[src/rtl/icc_pkg.sv]
// constants, modes and register map of the input capture channel
package icc_pkg;
   localparam logic [31:0] ICC_CTRL_OFS = 32'h0000_0000;
   localparam logic [31:0] ICC_BUF_OFS = 32'h0000_0004;
   localparam int ICC_ADDR_LSB = 2;
   localparam int ICC_ADDR_BITS = 4;
   localparam int ICC_ON_BIT = 15;
   localparam int ICC_STOP_IDLE_BIT = 13;
   localparam int ICC_FIRST_EDGE_BIT = 9;
   localparam int ICC_WIDE_BIT = 8;
   localparam int ICC_TMR_BIT = 7;
   localparam int ICC_ICNT_LSB = 5;
   localparam int ICC_OV_BIT = 4;
   localparam int ICC_BNE_BIT = 3;
   localparam int ICC_MODE_LSB = 0;
   localparam logic [31:0] ICC_CTRL_WMASK = 32'h0000_A3E7;
   localparam logic [31:0] ICC_CTRL_RESET = 32'h0000_0000;
   localparam int ICC_DEPTH = 4;
   localparam logic [3:0] ICC_PSC4_LAST = 4'h3;
   localparam logic [3:0] ICC_PSC16_LAST = 4'hF;
   localparam logic [1:0] ICC_HTRANS_NONSEQ = 2'h2;
   localparam logic [1:0] ICC_HRESP_OKAY = 2'h0;

   typedef enum logic [2:0] {
      ICC_MODE_OFF = 3'b000,
      ICC_MODE_EDGE = 3'b001,
      ICC_MODE_FALL = 3'b010,
      ICC_MODE_RISE = 3'b011,
      ICC_MODE_PSC4 = 3'b100,
      ICC_MODE_PSC16 = 3'b101,
      ICC_MODE_FIRST = 3'b110,
      ICC_MODE_IRQ = 3'b111
   } icc_mode_t;
endpackage

[src/rtl/icc_input_capture.sv]
// input capture channel with ahb-lite register slave
`timescale 1ns/1ps
`default_nettype none
module icc_input_capture
   import icc_pkg::*;
#(
   parameter int DEPTH = ICC_DEPTH
) (
   input wire logic hclk,
   input wire logic hresetn,
   input wire logic hsel,
   input wire logic [31:0] haddr,
   input wire logic [1:0] htrans,
   input wire logic hwrite,
   input wire logic [2:0] hsize,
   input wire logic [31:0] hwdata,
   input wire logic hready,
   output logic [31:0] hrdata,
   output logic hreadyout,
   output logic [1:0] hresp,
   input wire logic capture_input_pin,
   input wire logic [15:0] time_base_two,
   input wire logic [15:0] time_base_three,
   input wire logic cpu_idle,
   input wire logic cpu_sleep,
   output logic capture_irq,
   output logic wake_request
);
   localparam int PW = $clog2(DEPTH);
   localparam int CW = $clog2(DEPTH + 1);

   logic [31:0] ctrl_r;
   logic [31:0] mem_r [DEPTH];
   logic [PW-1:0] wptr_r;
   logic [PW-1:0] rptr_r;
   logic [CW-1:0] cnt_r;
   logic ovf_r;
   logic [3:0] psc_r;
   logic [1:0] icnt_r;
   logic first_done_r;
   logic sync1_r;
   logic sync2_r;
   logic prev_r;
   logic wr_pend_r;
   logic [ICC_ADDR_BITS-1:0] wr_idx_r;
   logic [31:0] hrdata_r;
   logic irq_r;
   logic wake_r;

   // upper address bits are not decoded, so the two registers repeat every 64 bytes
   function automatic logic [ICC_ADDR_BITS-1:0] reg_index(
      input logic [31:0] a
   );
      return a[ICC_ADDR_LSB +: ICC_ADDR_BITS];
   endfunction

   // bus decode
   wire logic acc = hsel && hready && htrans == ICC_HTRANS_NONSEQ;
   wire logic [ICC_ADDR_BITS-1:0] idx = reg_index(haddr);
   wire logic hit_ctrl = idx == reg_index(ICC_CTRL_OFS);
   wire logic hit_buf = idx == reg_index(ICC_BUF_OFS);
   wire logic rd_ctrl = acc && !hwrite && hit_ctrl;
   wire logic rd_buf = acc && !hwrite && hit_buf;
   wire logic wr_ctrl =
      wr_pend_r && wr_idx_r == reg_index(ICC_CTRL_OFS);

   // control fields
   wire logic on = ctrl_r[ICC_ON_BIT];
   wire logic stop_in_idle = ctrl_r[ICC_STOP_IDLE_BIT];
   wire logic first_edge_select = ctrl_r[ICC_FIRST_EDGE_BIT];
   wire logic wide_capture_select = ctrl_r[ICC_WIDE_BIT];
   wire logic time_base_select = ctrl_r[ICC_TMR_BIT];
   wire logic [1:0] interrupt_count_field = ctrl_r[ICC_ICNT_LSB +: 2];
   wire icc_mode_t mode = icc_mode_t'(ctrl_r[ICC_MODE_LSB +: 3]);

   wire logic empty = cnt_r == CW'(0);
   wire logic full = cnt_r == CW'(DEPTH);
   wire logic low_power = cpu_idle || cpu_sleep;
   // stop-in-idle freezes the capture logic but not the synchroniser
   wire logic halt = stop_in_idle && cpu_idle;
   wire logic run = on && !halt;

   // edge detect on the synchronised pin
   wire logic rise = sync2_r && !prev_r;
   wire logic fall = !sync2_r && prev_r;
   wire logic any_edge = rise || fall;
   wire logic first_edge = first_edge_select ? rise : fall;
   wire logic psc_last = (mode == ICC_MODE_PSC4) ?
      psc_r == ICC_PSC4_LAST : psc_r == ICC_PSC16_LAST;

   logic edge_ev;
   always_comb begin
      edge_ev = 1'b0;
      unique case (mode)
         ICC_MODE_OFF: edge_ev = 1'b0;
         ICC_MODE_EDGE: edge_ev = any_edge;
         ICC_MODE_FALL: edge_ev = fall;
         ICC_MODE_RISE: edge_ev = rise;
         ICC_MODE_PSC4: edge_ev = rise && psc_last;
         ICC_MODE_PSC16: edge_ev = rise && psc_last;
         ICC_MODE_FIRST:
            edge_ev = first_done_r ? any_edge : first_edge;
         ICC_MODE_IRQ: edge_ev = 1'b0;
      endcase
   end
   wire logic cap_ev = run && edge_ev;

   // time base choice; timer three forms the upper half of the chain
   wire logic [31:0] cap_val = wide_capture_select ?
      {time_base_three, time_base_two} :
      (time_base_select ? {16'h0000, time_base_two} :
      {16'h0000, time_base_three});

   wire logic pop = rd_buf && !empty;
   // a pop in the same cycle frees a slot, so a full buffer still accepts
   wire logic push = cap_ev && (!full || pop);
   wire logic ovf_set = cap_ev && full && !pop;
   wire logic irq_ev = (push && icnt_r == interrupt_count_field) ||
      (run && mode == ICC_MODE_IRQ && low_power && any_edge);

   wire logic [31:0] ctrl_rd = {16'h0000,
      ctrl_r[15:5], ovf_r, !empty, ctrl_r[2:0]};
   wire logic [31:0] rd_next = rd_ctrl ? ctrl_rd :
      (pop ? mem_r[rptr_r] : 32'h0000_0000);

   // pin synchroniser; the second stage and its delayed copy prev_r feed the edge detect
   always_ff @(posedge hclk or negedge hresetn) begin
      if (!hresetn) begin
         sync1_r <= 1'b0;
         sync2_r <= 1'b0;
         prev_r <= 1'b0;
      end else begin
         sync1_r <= capture_input_pin;
         sync2_r <= sync1_r;
         prev_r <= sync2_r;
      end
   end

   // register writes land in the data phase
   always_ff @(posedge hclk or negedge hresetn) begin
      if (!hresetn) begin
         wr_pend_r <= 1'b0;
         wr_idx_r <= '0;
         hrdata_r <= 32'h0000_0000;
      end else begin
         wr_pend_r <= acc && hwrite;
         wr_idx_r <= idx;
         hrdata_r <= rd_next;
      end
   end

   // config stays writable in every state; clearing enable resets the rest
   always_ff @(posedge hclk or negedge hresetn) begin
      if (!hresetn) begin
         ctrl_r <= ICC_CTRL_RESET;
      end else if (wr_ctrl) begin
         ctrl_r <= hwdata & ICC_CTRL_WMASK;
      end
   end

   always_ff @(posedge hclk or negedge hresetn) begin
      if (!hresetn) begin
         wptr_r <= '0;
         rptr_r <= '0;
         cnt_r <= '0;
         ovf_r <= 1'b0;
      end else if (!on) begin
         wptr_r <= '0;
         rptr_r <= '0;
         cnt_r <= '0;
         ovf_r <= 1'b0;
      end else begin
         if (push) begin
            wptr_r <= wptr_r + PW'(1);
         end
         if (pop) begin
            rptr_r <= rptr_r + PW'(1);
         end
         if (push && !pop) begin
            cnt_r <= cnt_r + CW'(1);
         end else if (pop && !push) begin
            cnt_r <= cnt_r - CW'(1);
         end
         if (ovf_set) begin
            ovf_r <= 1'b1;
         end
      end
   end

   always_ff @(posedge hclk) begin
      if (push) begin
         mem_r[wptr_r] <= cap_val;
      end
   end

   // prescaler, first-edge tracker and interrupt counter
   always_ff @(posedge hclk or negedge hresetn) begin
      if (!hresetn) begin
         psc_r <= 4'h0;
         first_done_r <= 1'b0;
         icnt_r <= 2'h0;
      end else if (!on || wr_ctrl) begin
         // a mode change restarts prescaling and the first-edge wait
         psc_r <= 4'h0;
         first_done_r <= 1'b0;
         icnt_r <= 2'h0;
      end else if (run) begin
         if (rise && (mode == ICC_MODE_PSC4 || mode == ICC_MODE_PSC16)) begin
            psc_r <= psc_last ? 4'h0 : psc_r + 4'h1;
         end
         if (cap_ev && mode == ICC_MODE_FIRST) begin
            first_done_r <= 1'b1;
         end
         if (push) begin
            icnt_r <= (icnt_r == interrupt_count_field) ? 2'h0 :
               icnt_r + 2'h1;
         end
      end
   end

   always_ff @(posedge hclk or negedge hresetn) begin
      if (!hresetn) begin
         irq_r <= 1'b0;
         wake_r <= 1'b0;
      end else begin
         irq_r <= irq_ev;
         wake_r <= run && mode != ICC_MODE_OFF &&
            low_power && any_edge;
      end
   end

   assign hrdata = hrdata_r;
   assign hreadyout = 1'b1;
   assign hresp = ICC_HRESP_OKAY;
   assign capture_irq = irq_r;
   assign wake_request = wake_r;

   property p_ovf_full;
      @(posedge hclk) disable iff (!hresetn)
      (cap_ev && full && !pop) |=> ovf_r && full;
   endproperty
   a_ovf_full: assert property (p_ovf_full)
      else $error("overflow not flagged on capture into full buffer");

   property p_bne_after_push;
      @(posedge hclk) disable iff (!hresetn)
      (on && push && empty) |=> !empty;
   endproperty
   a_bne_after_push: assert property (p_bne_after_push)
      else $error("buffer not empty flag missing after capture");

   property p_disable_clear;
      @(posedge hclk) disable iff (!hresetn)
      !on |=> empty && !ovf_r && !capture_irq;
   endproperty
   a_disable_clear: assert property (p_disable_clear)
      else $error("disabled channel kept state or interrupt");

   property p_mode_off;
      @(posedge hclk) disable iff (!hresetn)
      (mode == ICC_MODE_OFF || mode == ICC_MODE_IRQ) |-> !cap_ev;
   endproperty
   a_mode_off: assert property (p_mode_off)
      else $error("capture taken in a non-capturing mode");

   property p_rise_only;
      @(posedge hclk) disable iff (!hresetn)
      (run && mode == ICC_MODE_RISE) |-> cap_ev == rise;
   endproperty
   a_rise_only: assert property (p_rise_only)
      else $error("rising mode captured wrong edge");

   property p_psc4;
      @(posedge hclk) disable iff (!hresetn)
      (cap_ev && mode == ICC_MODE_PSC4) |-> psc_r == ICC_PSC4_LAST
         ##1 psc_r == 4'h0;
   endproperty
   a_psc4: assert property (p_psc4)
      else $error("fourth-edge capture at wrong count");

   property p_psc16;
      @(posedge hclk) disable iff (!hresetn)
      (cap_ev && mode == ICC_MODE_PSC16) |-> psc_r == ICC_PSC16_LAST;
   endproperty
   a_psc16: assert property (p_psc16)
      else $error("sixteenth-edge capture at wrong count");

   property p_halt;
      @(posedge hclk) disable iff (!hresetn)
      (stop_in_idle && cpu_idle) |-> !cap_ev && !push;
   endproperty
   a_halt: assert property (p_halt)
      else $error("capture while halted in idle");

   property p_wide;
      @(posedge hclk) disable iff (!hresetn)
      (push && wide_capture_select) |=> mem_r[$past(wptr_r)] ==
         {$past(time_base_three), $past(time_base_two)};
   endproperty
   a_wide: assert property (p_wide)
      else $error("wide capture stored wrong value");

   property p_narrow;
      @(posedge hclk) disable iff (!hresetn)
      (push && !wide_capture_select) |=> mem_r[$past(wptr_r)] ==
         ($past(time_base_select) ? {16'h0000, $past(time_base_two)} :
         {16'h0000, $past(time_base_three)});
   endproperty
   a_narrow: assert property (p_narrow)
      else $error("narrow capture used wrong timer");

   property p_cnt_bound;
      @(posedge hclk) disable iff (!hresetn)
      cnt_r <= CW'(DEPTH);
   endproperty
   a_cnt_bound: assert property (p_cnt_bound)
      else $error("buffer count beyond its depth");

   property p_irq_count;
      @(posedge hclk) disable iff (!hresetn)
      (push && icnt_r == interrupt_count_field) |=> capture_irq;
   endproperty
   a_irq_count: assert property (p_irq_count)
      else $error("interrupt missing after counted captures");

   property p_edge_mode;
      @(posedge hclk) disable iff (!hresetn)
      (run && mode == ICC_MODE_EDGE) |-> cap_ev == any_edge;
   endproperty
   a_edge_mode: assert property (p_edge_mode)
      else $error("edge mode missed an edge");

   property p_fall_only;
      @(posedge hclk) disable iff (!hresetn)
      (run && mode == ICC_MODE_FALL) |-> cap_ev == fall;
   endproperty
   a_fall_only: assert property (p_fall_only)
      else $error("falling mode captured wrong edge");

   property p_first_wrong;
      @(posedge hclk) disable iff (!hresetn)
      (run && mode == ICC_MODE_FIRST && !first_done_r &&
         (first_edge_select ? fall : rise)) |-> !cap_ev;
   endproperty
   a_first_wrong: assert property (p_first_wrong)
      else $error("first capture took the unselected edge");

   property p_first_after;
      @(posedge hclk) disable iff (!hresetn)
      (run && mode == ICC_MODE_FIRST && first_done_r) |-> cap_ev == any_edge;
   endproperty
   a_first_after: assert property (p_first_after)
      else $error("edge missed after the first capture");

   property p_irq_awake;
      @(posedge hclk) disable iff (!hresetn)
      (mode == ICC_MODE_IRQ && !low_power) |=> !capture_irq;
   endproperty
   a_irq_awake: assert property (p_irq_awake)
      else $error("pin interrupt raised while the cpu was awake");

   property p_no_wake;
      @(posedge hclk) disable iff (!hresetn)
      (!low_power || !on) |=> !wake_request;
   endproperty
   a_no_wake: assert property (p_no_wake)
      else $error("wake request while awake or disabled");

   property p_ctrl_flags;
      @(posedge hclk) disable iff (!hresetn)
      rd_ctrl |=> hrdata[ICC_BNE_BIT] == !$past(empty) &&
         hrdata[ICC_OV_BIT] == $past(ovf_r);
   endproperty
   a_ctrl_flags: assert property (p_ctrl_flags)
      else $error("status bits read back wrong");

   property p_empty_read;
      @(posedge hclk) disable iff (!hresetn)
      (rd_buf && empty) |=> hrdata == 32'h0000_0000;
   endproperty
   a_empty_read: assert property (p_empty_read)
      else $error("read of an empty buffer returned data");

   property p_ovf_hold;
      @(posedge hclk) disable iff (!hresetn)
      (ovf_r && on) |=> ovf_r;
   endproperty
   a_ovf_hold: assert property (p_ovf_hold)
      else $error("overflow flag dropped while enabled");
endmodule
`default_nettype wire

[config.mk]
export PLATFORM = sky130hd
export DESIGN_NAME = icc_input_capture
export DESIGN_NICKNAME = d
export VERILOG_FILES = /design/src/rtl/icc_pkg.sv /design/src/rtl/icc_input_capture.sv
export SDC_FILE = /design/constraint.sdc
export NUM_CORES = 1
export LEC_CHECK = 0
export BUFFER_PORTS_ARGS = -buffer_cell sky130_fd_sc_hd__buf_2
export CELL_PAD_IN_SITES_DETAIL_PLACEMENT = 2
export CELL_PAD_IN_SITES_GLOBAL_PLACEMENT = 2
export CORE_ASPECT_RATIO = 1.5
export CORE_UTILIZATION = 35
export CTS_BUF_LIST = sky130_fd_sc_hd__clkbuf_4 sky130_fd_sc_hd__clkbuf_8
export DETAILED_ROUTE_END_ITERATION = 16
export PLACE_DENSITY = 0.79
export SETUP_SLACK_MARGIN = 0.3
export SLEW_MARGIN = 10
export SYNTH_ARGS = -nofsm -noshare
export SYNTH_HDL_FRONTEND = slang
export SYNTH_SLANG_ARGS = --single-unit
[constraint.sdc]
create_clock -name hclk -period 3.25 [get_ports hclk]
set_input_delay 0.4875 -clock hclk [delete_from_list [all_inputs] [get_ports hclk]]
set_output_delay 0.4875 -clock hclk [all_outputs]
set_load 0.02 [all_outputs]
==> flow_summary_export.csv, run 1 <==
group,metric,value,unit
outcome,status,"finished clean",
timing,max_slew_margin,37.8,%
clock_network,h-tree-depth,4,
critical_path,required,3.41,ns
timing,hold_violations,0,
yosys,syn_area,7780,um2
yosys,synth_seq_cells,195,
final_layout,area_growth,16.5,%
yosys,avgSynthCellArea,17.3,um2
clock_network,clkLatencyLatePin,0.47,ns
drt,wire_per_inst,22.3,um
critical_path,worst-path-max-fanout,32,
min_path,min_path_type,"input pin to asynchronous set/reset pin",
floorplanning,rows,66,
place,hpwlAfterDp,12.4,mm
clock_network,cts_tree,"done",
floorplanning,fp.dieW,124,um
grt,grt_pass1_wl,28.8,mm
critical_path,r2r-end,"mem_r[3][14]",
clock_network,cts_num_sinks,195,
floorplanning,initial_core_util,35.8,%
yosys,synthCells,449,
timing,setup_violations,0,
grt,grt_max_degree,68,
critical_path,cp-end-kind,"flip-flop",
final_layout,drive_above_1_share,34.7,%
grt,grt_pass1_vias,4897,
critical_path,cp.arrival,2.84,ns
flow_run,maxCapViolCount,0,
place,place.gp.congestion,0.755,
drt,routed_wl,18.5,mm
critical_path,rr_worst_depth,8,
critical_path,cpMaxStageDelayCell,"dfrtp_1",
floorplanning,die-area,22900,um2
critical_path,start_kind,"flip-flop",
place,placed_area,8620,um2
critical_path,r2r-start,"sync2_r",
clock_network,cts_buffer_depth,2,
drt,drtIter0Drc,161,
floorplanning,pin_count,146,
final_layout,fin_area,9070,um2
yosys,synth_area_leaders,"edfxtp_1, dfrtp_1, mux4_2, mux2_2, and2_1",
yosys,yosys.area.top_type,"edfxtp_1",
timing,fin_crit,2.68,ns
timing,max_freq,0.373,GHz
yosys,synth_ff_type,"edfxtp_1",
drt,drc_errors,0,
timing,fin_setup_tns,0,ns
critical_path,path_buf_inv,2,
drt,antenna_left,0,
clock_network,cts_setup_buffers,0,
final_layout,nNetsFinal,660,
timing,grt_setup_unrepaired,"no",
critical_path,path_cells,"inv_1, ha_1, a21oi_2, a311o_1, a31oi_4, nor2b_4, and2_1, buf_12",
timing,skew,0.0122,ns
drt,first_pass_iters,4,
clock_network,root_buffer,"clkbuf_8",
timing,period_share,82.4,%
drt,via_per_inst,5.05,
clock_network,hold_buffers,0,
place,io_buffers,89,
drt,num_vias,4178,
yosys,synth-async-reset-ratio,34.4,%
grt,grt_usage,17.6,%
clock_network,post_cts_resized,0,
critical_path,crit_type,"flip-flop to flip-flop",
timing,slew_viol_final,0,
clock_network,clk_pin_slew_worst_paths,0.10,ns
final_layout,antenna_cells,0,
floorplanning,core,21700,um2
grt,overflow,0,
yosys,seq_area_frac_synth,70.9,%
pwr,ir_drop,0.000255,V
pwr,leakage,3.54,nW
critical_path,r2r_slack,0.57,ns
floorplanning,die_y,185,um
grt,antenna_found_initial,0,
critical_path,critical_path.top_delay_family,"compound AO/OA/AOI/OAI gates",
yosys,yosysUniqueCellTypes,49,
yosys,synth_warnings,0,
yosys,synth_top_area_share,49.4,%
clock_network,numCtsBuffers,17,
timing,tightest_slew,0.934,ns
pwr,pwr_density_cell,563,nW/um2
yosys,yosysMostFrequentCell,"edfxtp_1",
critical_path,critPathMaxStageDelay,0.42,ns
yosys,synth_common_cells,"edfxtp_1, dfrtp_1, and2_1",
yosys,synth_edf_count,128,
==> metal layers <==
layer / vias to the layer above / GRT usage [%] / routed length [um]
li1: 1864 / - / -
met1: 2216 / 20.3 / 7360
met2: 83 / 32.2 / 10300
met3: 15 / 3.19 / 510
met4: 0 / 5.73 / 324
met5: - / 0 / 0
==> registers in the layout, indices dropped and copies added, names as in the netlist, 2 cells and up <==
| signal | count |
|---|---|
| wptr_r | 2 |
| cnt_r | 3 |
| mem_r | 128 |
| rptr_r | 2 |
| wr_idx_r | 4 |
| ctrl_r | 10 |
| icnt_r | 2 |
| hrdata | 32 |
| psc_r | 4 |
==> how the worst max path moves through the flow <==
| stage | from | end | slack (ns) | cells after the start |
|---|---|---|---|---|
| after floorplan | sync2_r | mem_r[0][0] | 0.49 | 8 |
| after global placement | hwrite | mem_r[3][10] | 0.72 | 6 |
| after detailed placement | sync2_r | mem_r[1][28] | 0.59 | 8 |
| after CTS | sync2_r | mem_r[3][10] | 0.55 | 8 |
| after global routing | sync2_r | mem_r[1][12] | 0.44 | 8 |
| final | sync2_r | mem_r[3][14] | 0.57 | 8 |
==> power breakdown <==
group / switching (mW) / internal [mW]
registers: 0.0945 / 2.77
logic: 0.281 / 0.222
clock network: 0.848 / 0.890
==> placed cells by master, fill, tap and decap left out, types with 3 or more instances in the layout <==
master	n
edfxtp_1	128
buf_2	89
dfrtp_1	66
and2_1	42
mux4_2	32
mux2_2	25
nor2_1	21
clkbuf_8	18
inv_1	13
a22o_1	13
nand2_1	12
buf_12	8
ha_1	7
mux2i_1	6
o21ai_0	5
nand3_1	4
a31oi_1	4
bufinv_16	4
or3_1	3
nor3_1	3
xor2_1	3
xnor2_1	3
nand2b_1	3
conb_1	3
clkbuf_4	3
==> logic make-up (layout without fill, tap and decap cells) <==
group	Yosys count	after routing	synth area share, %
fa+ha+maj	8	8	1.38
mux	63	63	13.6
flops	195	195	70.9
buf+inv	38	144	2.25
simple gates	103	103	7.47
compound gates	34	34	3.55
xor+xnor	6	6	0.675
other cells	2	3	0.0965
==> final cells by class <==
class | instances | area, um2
repair buffers | 99 | 621
well taps | 272 | 340
inverters | 13 | 48.8
clock inverters | 11 | 175
clock buffers | 21 | 270
fillers | 2093 | 12600
multi-input cells | 217 | 2090
flip-flops and latches | 195 | 5520
==> through the flow <==
stage               instances  hold WS, ns  util (%)  total power, mW  setup slack [ns]
finish                    828       0.0374      41.8             5.10             0.572
global route              828       0.0333      41.8             5.30             0.436
CTS                       828       0.0185      41.8             5.17             0.548
detailed placement        796        0.354      39.7             3.43             0.585
global placement          796        0.348      39.7             3.35             0.716
floorplan                 450        0.192         -             3.21             0.491
Note: power is estimated with default switching activity, not from simulation.
==> run 2: changes to the inputs <==
--- a/config.mk
+++ b/config.mk
@@ -5,14 +5,15 @@
 export SDC_FILE = /design/constraint.sdc
 export NUM_CORES = 1
 export LEC_CHECK = 0
+export ABC_AREA = 1
 export BUFFER_PORTS_ARGS = -buffer_cell sky130_fd_sc_hd__buf_2
 export CELL_PAD_IN_SITES_DETAIL_PLACEMENT = 2
 export CELL_PAD_IN_SITES_GLOBAL_PLACEMENT = 2
 export CORE_ASPECT_RATIO = 1.5
-export CORE_UTILIZATION = 35
+export CORE_UTILIZATION = 34
 export CTS_BUF_LIST = sky130_fd_sc_hd__clkbuf_4 sky130_fd_sc_hd__clkbuf_8
 export DETAILED_ROUTE_END_ITERATION = 16
-export PLACE_DENSITY = 0.79
+export PLACE_DENSITY = 0.86
 export SETUP_SLACK_MARGIN = 0.3
 export SLEW_MARGIN = 10
 export SYNTH_ARGS = -nofsm -noshare
==> constraint.sdc (replaced) <==
create_clock -name hclk -period 2.3 [get_ports hclk]
set_input_delay 0.345 -clock hclk [delete_from_list [all_inputs] [get_ports hclk]]
set_output_delay 0.345 -clock hclk [all_outputs]
set_load 0.02 [all_outputs]
==> run 2 against run 1 <==
The run now ends with negative setup slack left; sequential share of layout area fell by 5.1 points; design area increased by 9.2%; non-clock buffer count grew 48; sequential cell count did not move; via count rose by 37%; highest routed layer unchanged.
==> flow_summary_export.csv, run 2 <==
group,metric,value,unit
place,place.gp.congestion,0.787,
grt,gr-usage-met2,40.5,%
timing,fin_setup_tns,-0.0317,ns
yosys,synthCells,673,
floorplanning,die_y,189,um
min_path,min_path_type,"input pin to flip-flop",
pwr,seqPwrFrac,51.9,%
clock_network,cts_buffer_depth,2,
flow_run,maxCapViolCount,0,
pwr,combPwrFrac,20.9,%
yosys,synth_common_cells,"edfxtp_1, nor2_1, nand2_1",
critical_path,crit_top_cell,"nand2_1",
final_layout,fin_area,9900,um2
final_layout,nNetsFinal,923,
critical_path,cp.arrival,2.71,ns
yosys,synth_area_leaders,"edfxtp_1, dfrtp_1, nor2_1, a21oi_1, nand2_1",
final_layout,area_growth,24.6,%
final_layout,largest_register_ff_count,128,
timing,period_share,101,%
drt,routed_wl,25.4,mm
timing,fin_crit,2.33,ns
critical_path,cpMaxStageDelayCell,"dfrtp_1",
clock_network,root_buffer,"clkbuf_8",
yosys,synth_warnings,0,
pwr,p_switching,2.56,mW
drt,via_per_inst,5.19,
timing,max_freq,0.429,GHz
final_layout,mostFrequentLayoutCells,"edfxtp_1, nor2_1, buf_2",
yosys,yosysMostFrequentCell,"edfxtp_1",
yosys,synth_top_area_share,48.4,%
grt,use_met3,2.88,%
critical_path,crit_type,"flip-flop to flip-flop",
grt,antenna_found_initial,0,
timing,skew,0.0200,ns
clock_network,cts_num_sinks,195,
grt,busiest_layer,"met2",
timing,worst_slack,-0.0317,ns
clock_network,clk_pin_slew_worst_paths,0.10,ns
timing,slew_viol_final,0,
floorplanning,initial_core_util,34.6,%
clock_network,h-tree-depth,4,
critical_path,cp-end-kind,"flip-flop",
grt,overflow,0,
yosys,syn_area,7950,um2
yosys,yosysUniqueCellTypes,39,
timing,setup_violations,1,
drt,drtIter0Drc,258,
critical_path,worst-path-max-fanout,3,
place,dp_cells,1037,
drt,wire_per_inst,23.1,um
grt,grt_usage,21.1,%
pwr,p_int,5.58,mW
floorplanning,rows,68,
critical_path,path_cells,"inv_2, ha_4, nand2_2, nand4_1, nor2_2, nor2_4, nand2_4, nand4_4, inv_2, fa_2, xnor2_2, inv_1, nand2_1, nand2_1, nand2_1, nand2_1",
floorplanning,fp.dieW,127,um
critical_path,required,2.68,ns
drt,num_vias,5707,
place,placed_area,8920,um2
timing,hold_violations,0,
grt,grt_pass1_vias,6386,
final_layout,final_common_cell,"edfxtp_1",
drt,first_pass_iters,4,
grt,grt_max_degree,47,
grt,grtUsageMet1,23.7,%
outcome,violations,"negative setup slack",
final_layout,stdcell_count,1099,
floorplanning,die-area,24000,um2
final_layout,drive_above_1_share,28.3,%
drt,drc_errors,0,
clock_network,clkLatencyLatePin,0.50,ns
final_layout,antenna_cells,0,
clock_network,cts_tree,"done",
critical_path,rr_worst_depth,16,
yosys,synth_ff_type,"edfxtp_1",
yosys,synth-async-reset-ratio,34.4,%
yosys,avgSynthCellArea,11.8,um2
yosys,seq_area_frac_synth,69.5,%
grt,grt_pass1_wl,37.2,mm
pwr,swShare,31.5,%
floorplanning,pin_count,146,
min_path,min_path_cells,3,
drt,antenna_left,0,
timing,tightest_slew,0.558,ns
place,hpwlAfterDp,16.0,mm
yosys,synth_seq_cells,195,
critical_path,critPathMaxStageDelay,0.44,ns
final_layout,regMostFlops,"mem_r",
critical_path,start_kind,"flip-flop",
timing,max_slew_margin,62.8,%
pwr,ir_drop,0.000433,V
clock_network,numCtsBuffers,17,
floorplanning,core,23000,um2
yosys,synth_edf_count,128,
pwr,leakage,4.21,nW
place,io_buffers,89,
pwr,p_clk_share,27.3,%
outcome,status,"complete, but fails checks",
yosys,yosys.area.top_type,"edfxtp_1",
pwr,pwr_density_cell,822,nW/um2
timing,grt_setup_unrepaired,"yes",
run 2: through the flow:
stage | utilization [%] | hold slack, ns | total power, mW | worst slack, ns
detailed placement | 38.8 | 0.361 | 5.69 | -0.0844
finish | 43.1 | 0.0889 | 8.14 | -0.0317
CTS | 41.6 | 0.0559 | 8.01 | 0.0376
global placement | 38.8 | 0.334 | 5.54 | 0.0972
floorplan | - | 0.0494 | 5.09 | 0.0344
global route | 43.1 | 0.0735 | 8.47 | -0.154
run 2: critical path, delay by kind of cell (launching register included):
| kind | cells | cell delay (ns) |
|---|---|---|
| fa+ha+maj | 2 | 0.63 |
| xor+xnor | 1 | 0.15 |
| simple gates | 10 | 0.81 |
| flops | 1 | 0.44 |
| buf+inv | 3 | 0.19 |
run 2: final cells by class:
cell class	count	area (um2)
flip-flops and latches	195	5520
fillers	2324	13100
clock inverters	15	153
well taps	280	350
inverters	55	211
repair buffers	147	1280
multi-input cells	390	2150
clock buffers	17	234
run 2: repair_timing:
| item | CTS | global route |
|---|---|---|
| setup buffers | 5 | 7 |
| gates cloned | 3 | 9 |
| gates resized for setup | 13 | 15 |
| pin swaps | 6 | 11 |
| hold buffers | 6 | 0 |
| hold endpoints to repair | 40 | 0 |
| setup endpoints to repair | 130 | 133 |
run 2: power groups by stage:
stage	logic [mW]	clock network (mW)	registers, mW
finish	1.70	2.22	4.22
global route	1.85	2.37	4.24
CTS	1.55	2.25	4.21
detailed placement	1.41	0	4.28
global placement	1.29	0	4.25
floorplan	0.863	0	4.23
run 2: path summary, 6_finish.rpt:
path                       slack (ns)    endpoint     from
setup / recovery                -0.03    cnt_r[2]  sync2_r
hold / removal                   0.09   wr_pend_r   hwrite
setup reg to reg                -0.03    cnt_r[2]  sync2_r
hold reg to reg                  0.38     sync2_r  sync1_r
max in group asynchronous        1.23  hrdata[30]  hresetn
min in group asynchronous        0.36   hrdata[4]  hresetn
run 2: per-layer routing:
layer	vias to the layer above	part of all wire, %
li1	2576	-
met1	2953	38
met2	137	56
met3	41	2.5
met4	0	3.2
met5	-	0
run 2: logic make-up (layout without fill, tap and decap cells):
group | Yosys count | after routing | share of synthesized area, %
other cells | 2 | 3 | 0.0945
mux | 17 | 17 | 2.39
flops | 195 | 195 | 69.5
buf+inv | 89 | 234 | 4.85
compound gates | 140 | 140 | 9.73
simple gates | 220 | 220 | 11.9
xor+xnor | 2 | 2 | 0.220
fa+ha+maj | 8 | 8 | 1.35
